--- src/core/tdp_consts.vh ---
// constants for the two-wire debug register port
`ifndef TDP_CONSTS_VH
`define TDP_CONSTS_VH
`define TDP_SEL_PART_ID      8'h00
`define TDP_SEL_REVISION     8'h01
`define TDP_SEL_PROG_CTL     8'h02
`define TDP_SEL_PROG_DATA    8'hAD
`define TDP_UNLOCK_FIRST     8'h02
`define TDP_UNLOCK_SECOND    8'h01
`define TDP_CMD_BLOCK_READ   8'h06
`define TDP_CMD_BLOCK_WRITE  8'h07
`define TDP_CMD_PAGE_ERASE   8'h08
`define TDP_CMD_DEVICE_ERASE 8'h03
`define TDP_RESET_BYTE       8'h00
`define TDP_INS_DATA_READ    2'b00
`define TDP_INS_ADDR_WRITE   2'b01
`define TDP_INS_ADDR_READ    2'b10
`define TDP_INS_DATA_WRITE   2'b11
`define TDP_ST_IDLE          3'd0
`define TDP_ST_INS           3'd1
`define TDP_ST_WDATA         3'd2
`define TDP_ST_WAIT          3'd3
`define TDP_ST_RDATA         3'd4
`define TDP_ST_STOP          3'd5
`define TDP_RESET_LOW_SAMPLES 10'd500
`define TDP_LAST_BIT         4'h7
`endif

--- src/core/tdp_port.v ---
// target register set and frame engine of the two-wire debug port
`include "tdp_consts.vh"
`default_nettype none
// Summary of operation
// - host clock line plus one bidirectional data line
// - registers reachable only over the link
// - select register steers data read/write target
// - select zero reads part identity
// - select 0x01 reads silicon revision
// - select 0x02 reaches programming control register
// - select 0xAD reaches programming data register
// - part identity is fixed read-only byte
// - silicon revision is read-only revision byte
// - write 0x02 then 0x01 enables programming
// - enabled programming holds until system reset
// - data register carries flash commands and data
module tdp_port #(
  parameter [7:0] PART_ID  = 8'h5A, // arbitrary value
  parameter [7:0] REV_ID   = 8'h11, // arbitrary value
  parameter [9:0] RST_LOW  = `TDP_RESET_LOW_SAMPLES
) (
  input  wire       clock_i,
  input  wire       reset_n_i,
  input  wire       debug_link_clock_i,
  input  wire       debug_link_data_i,
  output reg        debug_link_data_o,
  output reg        debug_link_data_oe_o,
  output reg        prog_enabled_o,
  output reg        halt_normal_o,
  output reg        system_reset_o,
  output reg  [7:0] flash_cmd_o,
  output reg        flash_cmd_valid_o,
  output reg  [7:0] link_register_select_o
);
  wire       ck_s;
  wire       d_s;
  reg        ck_q_r;
  reg  [2:0] state_r;
  reg  [1:0] ins_r;
  reg  [3:0] cnt_r;
  reg  [7:0] shift_r;
  reg  [7:0] flash_program_control_r;
  reg  [7:0] flash_program_data_r;
  reg        unlock_half_r;
  reg  [9:0] low_cnt_r;
  reg  [7:0] rd_byte;
  wire       rise;
  wire       fall;

  // link clock sampled as a plain input
  tdp_sync u_sync_ck (
    .clock_i   (clock_i),
    .reset_n_i (reset_n_i),
    .pin_i     (debug_link_clock_i),
    .level_o   (ck_s)
  );
  tdp_sync u_sync_d (
    .clock_i   (clock_i),
    .reset_n_i (reset_n_i),
    .pin_i     (debug_link_data_i),
    .level_o   (d_s)
  );

  assign rise = ck_s & ~ck_q_r;
  assign fall = ~ck_s & ck_q_r;

  // read mux steered by the select register
  always @* begin
    case (link_register_select_o)
      `TDP_SEL_PART_ID:   rd_byte = PART_ID;
      `TDP_SEL_REVISION:  rd_byte = REV_ID;
      `TDP_SEL_PROG_CTL:  rd_byte = flash_program_control_r;
      `TDP_SEL_PROG_DATA: rd_byte = flash_program_data_r;
      default:            rd_byte = `TDP_RESET_BYTE;
    endcase
  end

  // frame engine: start, 2-bit instruction, one byte, stop; lsb first.
  // data is sampled on rising edges, driven after falling edges. the registers
  // live only here, no processor bus reaches them
  always @(posedge clock_i) begin
    if (!reset_n_i) begin
      ck_q_r                  <= 1'b1;
      state_r                 <= `TDP_ST_IDLE;
      ins_r                   <= 2'b00;
      cnt_r                   <= 4'd0;
      shift_r                 <= `TDP_RESET_BYTE;
      flash_program_control_r <= `TDP_RESET_BYTE;
      flash_program_data_r    <= `TDP_RESET_BYTE;
      unlock_half_r           <= 1'b0;
      low_cnt_r               <= 10'd0;
      debug_link_data_o       <= 1'b0;
      debug_link_data_oe_o    <= 1'b0;
      prog_enabled_o          <= 1'b0;
      halt_normal_o           <= 1'b0;
      system_reset_o          <= 1'b0;
      flash_cmd_o             <= `TDP_RESET_BYTE;
      flash_cmd_valid_o       <= 1'b0;
      link_register_select_o  <= `TDP_SEL_PART_ID;
    end else begin
      ck_q_r            <= ck_s;
      flash_cmd_valid_o <= 1'b0;
      system_reset_o    <= 1'b0;
      // a long low on the clock line is the host's system reset
      if (ck_s) begin
        low_cnt_r <= 10'd0;
      end else if (low_cnt_r != RST_LOW) begin
        low_cnt_r <= low_cnt_r + 10'd1;
        if (low_cnt_r + 10'd1 == RST_LOW) begin
          system_reset_o          <= 1'b1;
          prog_enabled_o          <= 1'b0;
          halt_normal_o           <= 1'b0;
          unlock_half_r           <= 1'b0;
          flash_program_control_r <= `TDP_RESET_BYTE;
          link_register_select_o  <= `TDP_SEL_PART_ID;
          state_r                 <= `TDP_ST_IDLE;
          debug_link_data_oe_o    <= 1'b0;
        end
      end
      // the rise that ends a reset low is not a start bit, or frames slip
      if (rise && low_cnt_r != RST_LOW) begin
        case (state_r)
          `TDP_ST_IDLE: begin
            state_r <= `TDP_ST_INS;
            cnt_r   <= 4'd0;
          end
          `TDP_ST_INS: begin
            ins_r[cnt_r[0]] <= d_s;
            cnt_r           <= cnt_r + 4'd1;
            if (cnt_r[0]) begin
              cnt_r <= 4'd0;
              if ({d_s, ins_r[0]} == `TDP_INS_ADDR_WRITE ||
                  {d_s, ins_r[0]} == `TDP_INS_DATA_WRITE) begin
                state_r <= `TDP_ST_WDATA;
              end else begin
                state_r <= `TDP_ST_RDATA;
                shift_r <= ({d_s, ins_r[0]} == `TDP_INS_ADDR_READ) ?
                           link_register_select_o : rd_byte;
              end
            end
          end
          `TDP_ST_WDATA: begin
            shift_r <= {d_s, shift_r[7:1]};
            cnt_r   <= cnt_r + 4'd1;
            if (cnt_r == `TDP_LAST_BIT) begin
              state_r <= `TDP_ST_STOP;
              if (ins_r == `TDP_INS_ADDR_WRITE) begin
                link_register_select_o <= {d_s, shift_r[7:1]};
              end else begin
                case (link_register_select_o)
                  `TDP_SEL_PROG_CTL: begin
                    flash_program_control_r <= {d_s, shift_r[7:1]};
                    // two then one, back to back, unlocks
                    unlock_half_r <= ({d_s, shift_r[7:1]} == `TDP_UNLOCK_FIRST);
                    if (unlock_half_r &&
                        {d_s, shift_r[7:1]} == `TDP_UNLOCK_SECOND) begin
                      prog_enabled_o <= 1'b1;
                      halt_normal_o  <= 1'b1;
                    end
                  end
                  `TDP_SEL_PROG_DATA: begin
                    flash_program_data_r <= {d_s, shift_r[7:1]};
                    // commands only reach flash once unlocked
                    if (prog_enabled_o) begin
                      flash_cmd_o       <= {d_s, shift_r[7:1]};
                      flash_cmd_valid_o <= 1'b1;
                    end
                  end
                  default: begin
                    // identity registers ignore writes
                    unlock_half_r <= unlock_half_r;
                  end
                endcase
              end
            end
          end
          `TDP_ST_RDATA: begin
            cnt_r <= cnt_r + 4'd1;
            if (cnt_r == `TDP_LAST_BIT) begin
              state_r <= `TDP_ST_STOP;
            end
          end
          `TDP_ST_STOP: begin
            state_r <= `TDP_ST_IDLE;
          end
          default: state_r <= `TDP_ST_IDLE;
        endcase
      end
      // drive read bits after the falling edge; release at stop
      if (fall) begin
        if (state_r == `TDP_ST_RDATA) begin
          debug_link_data_oe_o <= 1'b1;
          debug_link_data_o    <= shift_r[0];
          shift_r              <= {1'b0, shift_r[7:1]};
        end else begin
          debug_link_data_oe_o <= 1'b0;
        end
      end
    end
  end
endmodule // tdp_port
`default_nettype wire

--- src/core/tdp_sync.v ---
// two-flop synchroniser for one pin level
`default_nettype none
module tdp_sync (
  input  wire clock_i,
  input  wire reset_n_i,
  input  wire pin_i,
  output reg  level_o
);
  reg meta_r;
  always @(posedge clock_i) begin
    if (!reset_n_i) begin
      meta_r  <= 1'b1;
      level_o <= 1'b1;
    end else begin
      meta_r  <= pin_i;
      level_o <= meta_r;
    end
  end
endmodule // tdp_sync
`default_nettype wire

--- config.mk ---
export PLATFORM = sky130hd
export DESIGN_NAME = tdp_port
export DESIGN_NICKNAME = d
export VERILOG_FILES = /design/src/core/tdp_port.v /design/src/core/tdp_sync.v
export VERILOG_INCLUDE_DIRS = /design/src /design/src/core
export SDC_FILE = /design/constraint.sdc
export NUM_CORES = 1
export LEC_CHECK = 0
export ABC_CLOCK_PERIOD_IN_PS = 3100
export BUFFER_PORTS_ARGS = -buffer_cell sky130_fd_sc_hd__buf_4
export CAP_MARGIN = 20
export CORE_MARGIN = 2
export CORE_UTILIZATION = 55
export CTS_BUF_LIST = sky130_fd_sc_hd__clkbuf_8
export DETAILED_ROUTE_END_ITERATION = 10
export PLACE_DENSITY = 0.74
export SYNTH_ARGS = -nofsm -noshare
export SYNTH_HDL_FRONTEND = slang
export SYNTH_SLANG_ARGS = --single-unit
--- constraint.sdc ---
create_clock -name clock_i -period 3.1 [get_ports clock_i]
set_input_delay 0.465 -clock clock_i [delete_from_list [all_inputs] [get_ports clock_i]]
set_output_delay 0.465 -clock clock_i [all_outputs]
set_load 0.02 [all_outputs]
==> qor.yml, run 1 <==
sta:
  hold_violations: 0
  setup_viol: 0
  max_freq_mhz: 414
  worstMarginPinSlew_ns: 0.589
  min_period_over_period_pct: 77.9
  drv_slew: 0
  tns_ns: 0
  slew_headroom_pct: 60.6
  rsz0062_at_grt: "false"
  period_needed_ns: 2.41
  finClkSkew_ns: 0.0102
critical_path:
  setup.worst_path.end_class: "register"
  crit_type: "reg2reg"
  r2r_slack_ns: 0.69
  critPathArrivalTime_ns: 2.69
  cp_data_required_time_ns: 3.37
  rr_worst_depth: 7
  crit_path_end: "unlock_half_r$_SDFFE_PN0P_"
  reg2reg_to: "unlock_half_r$_SDFFE_PN0P_"
  startpoint_type: "register"
  worstPathMaxFanout: 12
  r2r-start: "low_cnt_r[0]$_SDFFE_PP0N_"
  startpoint: "low_cnt_r[0]$_SDFFE_PP0N_"
route:
  met3RoutedLength_um: 478
  detail_route.iter0.violations: 291
  num_vias: 3041
  drcViolationCount: 0
  wl_met2_um: 3840
  antenna_left: 0
  top_layer: "met4"
  wl_met1_um: 3850
  routed_wl_um: 8390
  drt_first_pass_iters: 6
  routedWlPerCell_um: 17.2
  via_per_inst: 6.24
logic_synthesis:
  synth-edff-count: 0
  synthesis.instances: 389
  ys_types: 63
  yosysSeqAreaShare_pct: 41.5
  yosysTopAreaCellShare_pct: 41.5
  synth-warning-count: 0
  syn_nets: 397
  ys_async_sr_fraction_pct: 0
  synth_area_leaders: "dfxtp_1, mux2i_1, nor2_1, nand3_1, nand2_1"
  synth_area_sq_um: 3430
  ys_seq_elements: 71
  synth-main-ff-cell: "dfxtp_1"
  syn_area_per_cell_sq_um: 8.81
  synth_top_area_cell: "dfxtp_1"
clock_network:
  cts_made_buffers: 9
  htree_num_levels: 3
  cts_hold_buf: 0
  cts_tree: "built"
  postCtsSetupBuffers: 0
  clock_sinks: 71
  clk_pin_slew_ns: 0.08
  cts-root-buf: "clkbuf_8"
  clock_path_buffers: 2
  insertion_delay_ns: 0.34
  cts_resized: 0
finish:
  post-route-util_pct: 64.0
  drive_gt1_share_pct: 14.8
  n_fill_cell: 505
  area_growth_pct: 11.2
  final_common_cell: "dfxtp_1"
  final_cell_mix: "dfxtp_1, nor2_1, nand2_1, buf_4, nand3_1"
  finalNonFillerCells: 487
  nNetsFinal: 416
  diodes: 0
placed_design:
  place_congestion: 0.898
  port_buffers: 25
  hpwl_um: 5980
  place_inst: 472
power:
  leakage_nw: 1.41
  irDropWorstVdd_mv: 0.240
  cellPowerDensity_nw_per_um2: 420
floorplanning:
  die_h_um: 82.9
  pin_count: 26
  core_sq_um: 5960
  dieWidth_um: 82.9
  die-area_sq_um: 6880
  rows: 28
  initial_utilization_pct: 57.5
global_route:
  grt_pass1_wl_um: 13800
  grtUsageTotal_pct: 24.7
  antenna_found_initial: 0
  grt_max_degree: 24
  grt-ovfl-total: 0
  grt_pass1_vias: 2760
hold_path:
  worstHoldPathType: "in2reg"
status:
  outcome: "complete, no violations"
job:
  cap_viol_max_count: 0
[logic make-up (layout without fill, tap and decap cells)]
group,after synthesis,after routing,share of synthesized area [%]
AOI/OAI and AO/OA,91,91,19.1
xor gates and xnor gates,9,9,2.30
adders and majority gates,4,4,1.46
buffers and inverters,39,62,4.75
DFF,71,71,41.5
and+or+nand+nor,156,156,25.4
muxes,19,19,5.55
[routing by layer]
| metal | vias to the layer above | track usage (%) |
|---|---|---|
| met4 | 0 | 11.8 |
| li1 | 1460 | - |
| met1 | 1442 | 34.0 |
| met3 | 20 | 3.68 |
| met2 | 119 | 37.8 |
| met5 | - | 0 |
[registers in the layout (all words and copies together) (netlist names)]
signal                   flops
ck_q_r                       1
cnt_r                        4
debug_link_data_o            1
debug_link_data_oe_o         1
flash_cmd_o                  8
flash_cmd_valid_o            1
flash_program_control_r      8
flash_program_data_r         8
halt_normal_o                1
ins_r                        2
link_register_select_o       8
low_cnt_r                   10
prog_enabled_o               1
shift_r                      8
state_r                      3
system_reset_o               1
u_sync_ck.level_o            1
u_sync_ck.meta_r             1
u_sync_d.level_o             1
u_sync_d.meta_r              1
unlock_half_r                1
[cell usage after synthesis, types with 3 or more instances]
library cell,instances
a211o_1,3
a211oi_1,3
a21oi_1,14
a221o_1,5
a221oi_1,3
a22oi_1,9
buf_2,4
buf_4,3
clkbuf_1,15
dfxtp_1,71
ha_1,4
inv_1,16
mux2i_1,19
nand2_1,30
nand2b_1,11
nand3_1,23
nand3b_1,4
nand4_1,8
nor2_1,42
nor3_1,8
o21ai_0,15
o21bai_1,3
o22ai_1,15
o31ai_1,3
xnor2_1,5
xor2_1,4
[report_power, final]
group / switching [mW] / internal [mW] / leakage (nW)
registers: 0.00575 / 0.916 / 0.573
logic: 0.0307 / 0.0147 / 0.746
clock network: 0.332 / 0.301 / 0.0891
[worst min-delay path by stage]
stage | from | end | slack [ns] | cells after the start
final | debug_link_clock_i | u_sync_ck.meta_r$_SDFF_PN1_ | 0.30 | 2
after global routing | debug_link_clock_i | u_sync_ck.meta_r$_SDFF_PN1_ | 0.29 | 2
after detailed placement | u_sync_d.meta_r$_SDFF_PN1_ | u_sync_d.level_o$_SDFF_PN1_ | 0.40 | 1
after CTS | debug_link_clock_i | u_sync_ck.meta_r$_SDFF_PN1_ | 0.30 | 2
after floorplan | u_sync_ck.meta_r$_SDFF_PN1_ | u_sync_ck.level_o$_SDFF_PN1_ | 0.39 | 1
after global placement | u_sync_d.meta_r$_SDFF_PN1_ | u_sync_d.level_o$_SDFF_PN1_ | 0.39 | 1
[worst max-delay path, stage by stage, from the launching register on]
cell and delay (ns):
dfxtp_1 0.39, inv_1 0.09, ha_1 0.19, and4bb_2 0.27, a311oi_4 0.50, nand4_1 0.47, nand2b_1 0.30, a21oi_1 0.13
[through the flow]
| stage | setup WS (ns) | power, mW | cell area, sq um | hold WS (ns) |
|---|---|---|---|---|
| floorplan | 0.978 | 0.974 | 3430 | 0.386 |
| global placement | 0.797 | 0.986 | 3650 | 0.389 |
| detailed placement | 0.711 | 0.987 | 3650 | 0.397 |
| CTS | 0.698 | 1.60 | 3810 | 0.298 |
| global route | 0.482 | 1.65 | 3810 | 0.293 |
| finish | 0.686 | 1.60 | 3810 | 0.304 |
[final cells by class]
cell class                 instances  area, sq um  area share (%)
clock buffer                      10          138            3.61
clock inverter                     5         26.3           0.689
inverter                          17         63.8            1.67
multi-input combinational        279         1840            48.4
sequential                        71         1420            37.3
tap                               75         93.8            2.46
timing repair buffer              30          225            5.91
Note: power is estimated with default switching activity, not from simulation.
==> inputs of run 2 (changes only) <==
ABC_CLOCK_PERIOD_IN_PS = 2320   (was 3100)
clock period = 2.32 ns   (was 3.1 ns; I/O delays follow)
==> qor.yml, run 2 (synthesis results as in run 1) <==
status:
  outcome: "complete, no violations"
route:
  num_vias: 3022  # -0.62%
  detail_route.iter0.violations: 260  # -11%
  drt_first_pass_iters: 5  # -1
  via_per_inst: 6.01  # -3.8%
  antenna_left: 0  # unchanged
  routedWlPerCell_um: 16.7  # -3.3%
  routed_wl_um: 8380  # -0.12%
  drcViolationCount: 0  # unchanged
sta:
  period_needed_ns: 2.24  # -0.174 ns
  setup_viol: 0  # unchanged
  slew_headroom_pct: 65.7  # +5.1 points
  hold_violations: 0  # unchanged
  drv_slew: 0  # unchanged
  rsz0062_at_grt: "false"
  min_period_over_period_pct: 96.5  # +19 points
  max_freq_mhz: 446  # +7.8%
  worstMarginPinSlew_ns: 0.512  # -0.0775 ns
  tns_ns: 0  # unchanged
  finClkSkew_ns: 0.0100  # -0.000168 ns
finish:
  post-route-util_pct: 67.2  # +3.3 points
  area_growth_pct: 16.9
  final_common_cell: "dfxtp_1"
  drive_gt1_share_pct: 18.9  # +4.1 points
  diodes: 0  # unchanged
  nNetsFinal: 432  # +3.8%
  largest_reg_flops: 10  # unchanged
  largest-register: "low_cnt_r"
  final_cell_mix: "dfxtp_1, buf_4, nor2_1"
clock_network:
  cts_tree: "built"
  cts_hold_buf: 0  # unchanged
  clock_sinks: 71  # unchanged
  cts_made_buffers: 9  # unchanged
  insertion_delay_ns: 0.33  # about the same
  clk_pin_slew_ns: 0.07  # about the same
  cts-root-buf: "clkbuf_8"
  htree_num_levels: 3  # unchanged
  clock_path_buffers: 2  # unchanged
critical_path:
  cp_data_required_time_ns: 2.54  # -0.83 ns
  critPathArrivalTime_ns: 2.46  # -0.23 ns
  rr_worst_depth: 7  # unchanged
  worstPathMaxFanout: 7  # -5
  critPathSlowestCell: "o41ai_4"
  crit_type: "reg2reg"
  setup.worst_path.end_class: "register"
  startpoint: "low_cnt_r[0]$_SDFFE_PP0N_"
  startpoint_type: "register"
  reg2reg_to: "flash_program_control_r[5]$_SDFF_PN0_"
  r2r-start: "low_cnt_r[0]$_SDFFE_PP0N_"
  crit_buf_inv: 1  # unchanged
  crit_family: "compound AO/OA/AOI/OAI gates"
  slowest_delay_ns: 0.44  # -0.06 ns
  r2r_slack_ns: 0.08  # -0.61 ns
  path_cells: "ha_4, nand4_1, or3_4, a21o_1, o41ai_4, buf_4, o22ai_1"
job:
  cap_viol_max_count: 0  # unchanged
power:
  pwr-share-clk_pct: 42.7  # +3.2 points
  power_switching_uw: 474  # +29%
  leakage_nw: 1.50  # +6.9%
  cellPowerDensity_nw_per_um2: 565  # +35%
  p_comb_share_pct: 3.0  # +0.2 points
  seqPwrFrac_pct: 54.3  # -3.3 points
  internal_power_mw: 1.79  # +45%
  p_sw_share_pct: 20.9  # -2.1 points
  irDropWorstVdd_mv: 0.500  # +110%
  power.total_mw: 2.26  # +41%
hold_path:
  hold_path_end: "u_sync_d.meta_r$_SDFF_PN1_"
  hp-start: "debug_link_data_i"
  worstHoldPathType: "in2reg"
  hold_path_depth: 2  # unchanged
global_route:
  antenna_found_initial: 0  # unchanged
  grt_pass1_wl_um: 13800  # -0.10%
  grtUsageTotal_pct: 24.2  # -0.48 points
  grt_max_degree: 45  # +88%
  grt-ovfl-total: 0  # unchanged
  grt_pass1_vias: 2857  # +3.5%
floorplanning:
  pin_count: 26  # unchanged
  initial_utilization_pct: 57.5  # unchanged
  die_h_um: 82.9  # unchanged
  die-area_sq_um: 6880  # unchanged
  core_sq_um: 5960  # unchanged
  rows: 28  # unchanged
  dieWidth_um: 82.9  # unchanged
placed_design:
  place_congestion: 0.889  # -0.97%
  port_buffers: 25  # unchanged
  hpwl_um: 5980  # about the same
run 2: per-layer routing:
layer | global-route usage, % | vias up | routed length, um
li1 | - | 1491 | -
met1 | 32.2 | 1402 | 3770
met2 | 39.2 | 114 | 4000
met3 | 4.27 | 15 | 477
met4 | 9.09 | 0 | 127
met5 | 0 | - | 0
run 2: timing repair:
| item | in CTS | in global routing |
|---|---|---|
| cloned | 0 | 1 |
| pin swaps | 1 | 3 |
| buffers inserted | 0 | 2 |
| endpoints found under the setup margin | 1 | 15 |
| resized for setup | 0 | 13 |
run 2: worst max-delay path by stage:
stage / end / depth (start not counted)
6_report: flash_program_control_r[5]$_SDFF_PN0_ / 7
2_1_floorplan: flash_program_data_r[7]$_SDFFE_PN0P_ / 7
5_1_grt: link_register_select_o[6]$_SDFF_PN0_ / 7
4_1_cts: state_r[0]$_SDFF_PN0_ / 7
3_5_place_dp: flash_cmd_o[3]$_SDFFE_PN0P_ / 8
3_3_place_gp: flash_cmd_o[7]$_SDFFE_PN0P_ / 8
run 2: cell type report:
| class | instances | area (sq um) |
|---|---|---|
| fill | 500 | 1950 |
| timing repair buffer | 46 | 349 |
| sequential | 71 | 1430 |
| multi-input combinational | 279 | 1870 |
| clock buffer | 11 | 151 |
| tap | 75 | 93.8 |
| inverter | 17 | 63.8 |
| clock inverter | 4 | 46.3 |
run 2: worst reg2reg max path, delay by kind of cell, from the launching register on:
| family | cells | cell delay [ns] |
|---|---|---|
| simple gates | 2 | 0.58 |
| flops | 1 | 0.38 |
| compound gates | 3 | 0.78 |
| buf+inv | 1 | 0.24 |
| fa+ha+maj | 1 | 0.16 |
run 2: per-stage QoR:
| stage | setup slack [ns] | area, sq um | hold WS [ns] | std cells |
|---|---|---|---|---|
| global route | 0.00530 | 4010 | 0.197 | 503 |
| detailed placement | -0.00265 | 3740 | 0.401 | 485 |
| global placement | 0.145 | 3740 | 0.390 | 485 |
| floorplan | 0.198 | 3430 | 0.386 | 389 |
| CTS | 0.0644 | 3940 | 0.188 | 500 |
| finish | 0.0801 | 4010 | 0.198 | 503 |
run 2: power by group through the flow:
stage          clock network (mW)  logic (mW)  registers (mW)
2_1_floorplan                   0      0.0470            1.25
3_3_place_gp                    0      0.0629            1.26
3_5_place_dp                    0      0.0636            1.26
4_1_cts                     0.979      0.0638            1.23
5_1_grt                      1.03      0.0749            1.23
6_report                    0.967      0.0679            1.23
==> inputs of run 3 (changes only) <==
CORE_MARGIN = 5   (was 2)
==> qor.yml, run 3 (synthesis results as in run 1) <==
status:
  outcome: "complete, no violations"
job:
  cap_viol_max_count: 0  # unchanged
power:
  leakage_nw: 1.52  # +1.1%
  irDropWorstVdd_mv: 0.460  # -8.0%
  cellPowerDensity_nw_per_um2: 620  # +9.8%
  power.total_mw: 2.50  # +10%
critical_path:
  setup.worst_path.end_class: "register"
  slowest_delay_ns: 0.46  # +0.02 ns
  critPathArrivalTime_ns: 2.41  # -0.05 ns
  rr_worst_depth: 8  # +1
  startpoint_type: "register"
  startpoint: "low_cnt_r[0]$_SDFFE_PP0N_"
  crit_path_end: "link_register_select_o[6]$_SDFF_PN0_"
  r2r_slack_ns: 0.17  # +0.09 ns
  r2r-start: "low_cnt_r[0]$_SDFFE_PP0N_"
  reg2reg_to: "link_register_select_o[6]$_SDFF_PN0_"
  worstPathMaxFanout: 7  # unchanged
  crit_type: "reg2reg"
  path_cells: "inv_1, ha_1, and4bb_2, nand2_1, a211oi_1, o41ai_2, buf_4, o31ai_1"
  critPathSlowestCell: "a211oi_1"
  cp_data_required_time_ns: 2.58  # +0.04 ns
finish:
  drive_gt1_share_pct: 19.6  # +0.66 points
  largest_reg_flops: 10  # unchanged
  area_growth_pct: 17.6
  n_fill_cell: 502  # +0.40%
  nNetsFinal: 432  # unchanged
  final_cell_mix: "dfxtp_1, buf_4, nor2_1"
  largest-register: "low_cnt_r"
  final_common_cell: "dfxtp_1"
  diodes: 0  # unchanged
  finalNonFillerCells: 504  # +0.20%
placed_design:
  place_congestion: 0.935  # +5.2%
  port_buffers: 25  # unchanged
  hpwl_um: 6230  # +4.2%
  place_inst: 484  # -0.21%
route:
  num_vias: 3073  # +1.7%
  detail_route.iter0.violations: 274  # +5.4%
  via_per_inst: 6.10  # +1.5%
  routed_wl_um: 8850  # +5.6%
  routedWlPerCell_um: 17.6  # +5.4%
  antenna_left: 0  # unchanged
  drt_first_pass_iters: 5  # unchanged
  drcViolationCount: 0  # unchanged
global_route:
  antenna_found_initial: 0  # unchanged
  grt_pass1_wl_um: 14500  # +5.7%
  grt-ovfl-total: 0  # unchanged
  grt_pass1_vias: 2982  # +4.4%
  grtUsageTotal_pct: 24.1  # -0.074 points
  grt_max_degree: 31  # -31%
clock_network:
  insertion_delay_ns: 0.34  # about the same
  clk_pin_slew_ns: 0.07  # about the same
  htree_num_levels: 3  # unchanged
  cts_tree: "built"
  cts_made_buffers: 9  # unchanged
  cts-root-buf: "clkbuf_8"
  cts_hold_buf: 0  # unchanged
  clock_sinks: 71  # unchanged
  clock_path_buffers: 2  # unchanged
floorplanning:
  core_sq_um: 5990  # +0.59%
  dieWidth_um: 88.9  # +7.2%
  die_h_um: 88.9  # +7.2%
  die-area_sq_um: 7910  # +15%
  pin_count: 26  # unchanged
  rows: 28  # unchanged
  initial_utilization_pct: 57.2  # -0.34 points
sta:
  drv_slew: 0  # unchanged
  period_needed_ns: 2.15  # -0.0900 ns
  setup_viol: 0  # unchanged
  min_period_over_period_pct: 92.7  # -3.9 points
  slew_headroom_pct: 64.3  # -1.4 points
  max_freq_mhz: 465  # +4.2%
  finClkSkew_ns: 0.00609  # -0.00393 ns
  worstMarginPinSlew_ns: 0.533  # +0.0207 ns
  hold_violations: 0  # unchanged
  rsz0062_at_grt: "false"
  tns_ns: 0  # unchanged
  holdWs_ns: 0.187  # -0.0109 ns
hold_path:
  hold_path_depth: 2  # unchanged
  worstHoldPathType: "in2reg"
[run 3: cell types whose count changed in the layout (fill, tap and decap cells not counted), sizes merged]
cell / change
bufinv: +2
clkbuf: -1
clkinv: +1
inv: -1
[run 3: critical path, delay by kind of cell (launching register included)]
| family | cells | cell delay [ns] |
|---|---|---|
| flops | 1 | 0.34 |
| compound gates | 3 | 0.87 |
| buf+inv | 2 | 0.30 |
| simple gates | 2 | 0.41 |
| fa+ha+maj | 1 | 0.15 |
[run 3: what timing repair did]
item | CTS | global route
setup endpoints to repair | 0 | 25
setup buffers | 0 | 3
gates resized for setup | 0 | 9
[run 3: report_power, final]
part           switching, mW  internal (mW)  leakage, nW  total (mW)
Combinational         0.0478         0.0229        0.824      0.0706
Clock                  0.460          0.739        0.122        1.20
Sequential           0.00422           1.22        0.574        1.23
Total                  0.512           1.99         1.52        2.50
[run 3: per-stage QoR]
stage	setup WS (ns)	util [%]	cell area, sq um
3_3_place_gp	0.0739	62.4	3740
4_1_cts	0.0507	66.5	3980
6_report	0.170	67.3	4030
2_1_floorplan	0.198	-	3430
3_5_place_dp	0.0727	62.4	3740
5_1_grt	0.00247	67.3	4030
[run 3: final cells by class]
type | instances | area, sq um | share of cell area (%)
Clock buffer | 10 | 138 | 3.42
Multi-Input combinational cell | 279 | 1860 | 46.1
Clock inverter | 6 | 108 | 2.67
Sequential cell | 71 | 1420 | 35.3
Tap cell | 75 | 93.8 | 2.33
Inverter | 17 | 63.8 | 1.58
Timing Repair Buffer | 46 | 345 | 8.57
[run 3: layer usage]
layer  GRT usage (%)  vias up  share of wire, %  routed length, um
met5               0        -                 0                  0
met4            11.5        0               2.8                245
met3            4.88       21               6.4                570
met2            39.5      122                48               4270
met1            30.4     1442                42               3760
li1                -     1488                 -                  -
[run 3: worst min path at each step]
stage	end	slack [ns]	startpoint
after floorplan	u_sync_ck.level_o$_SDFF_PN1_	0.39	u_sync_ck.meta_r$_SDFF_PN1_
final	u_sync_ck.meta_r$_SDFF_PN1_	0.19	debug_link_clock_i
after detailed placement	u_sync_d.level_o$_SDFF_PN1_	0.40	u_sync_d.meta_r$_SDFF_PN1_
after global routing	u_sync_ck.meta_r$_SDFF_PN1_	0.18	debug_link_clock_i
after CTS	u_sync_ck.meta_r$_SDFF_PN1_	0.18	debug_link_clock_i
after global placement	u_sync_ck.level_o$_SDFF_PN1_	0.39	u_sync_ck.meta_r$_SDFF_PN1_
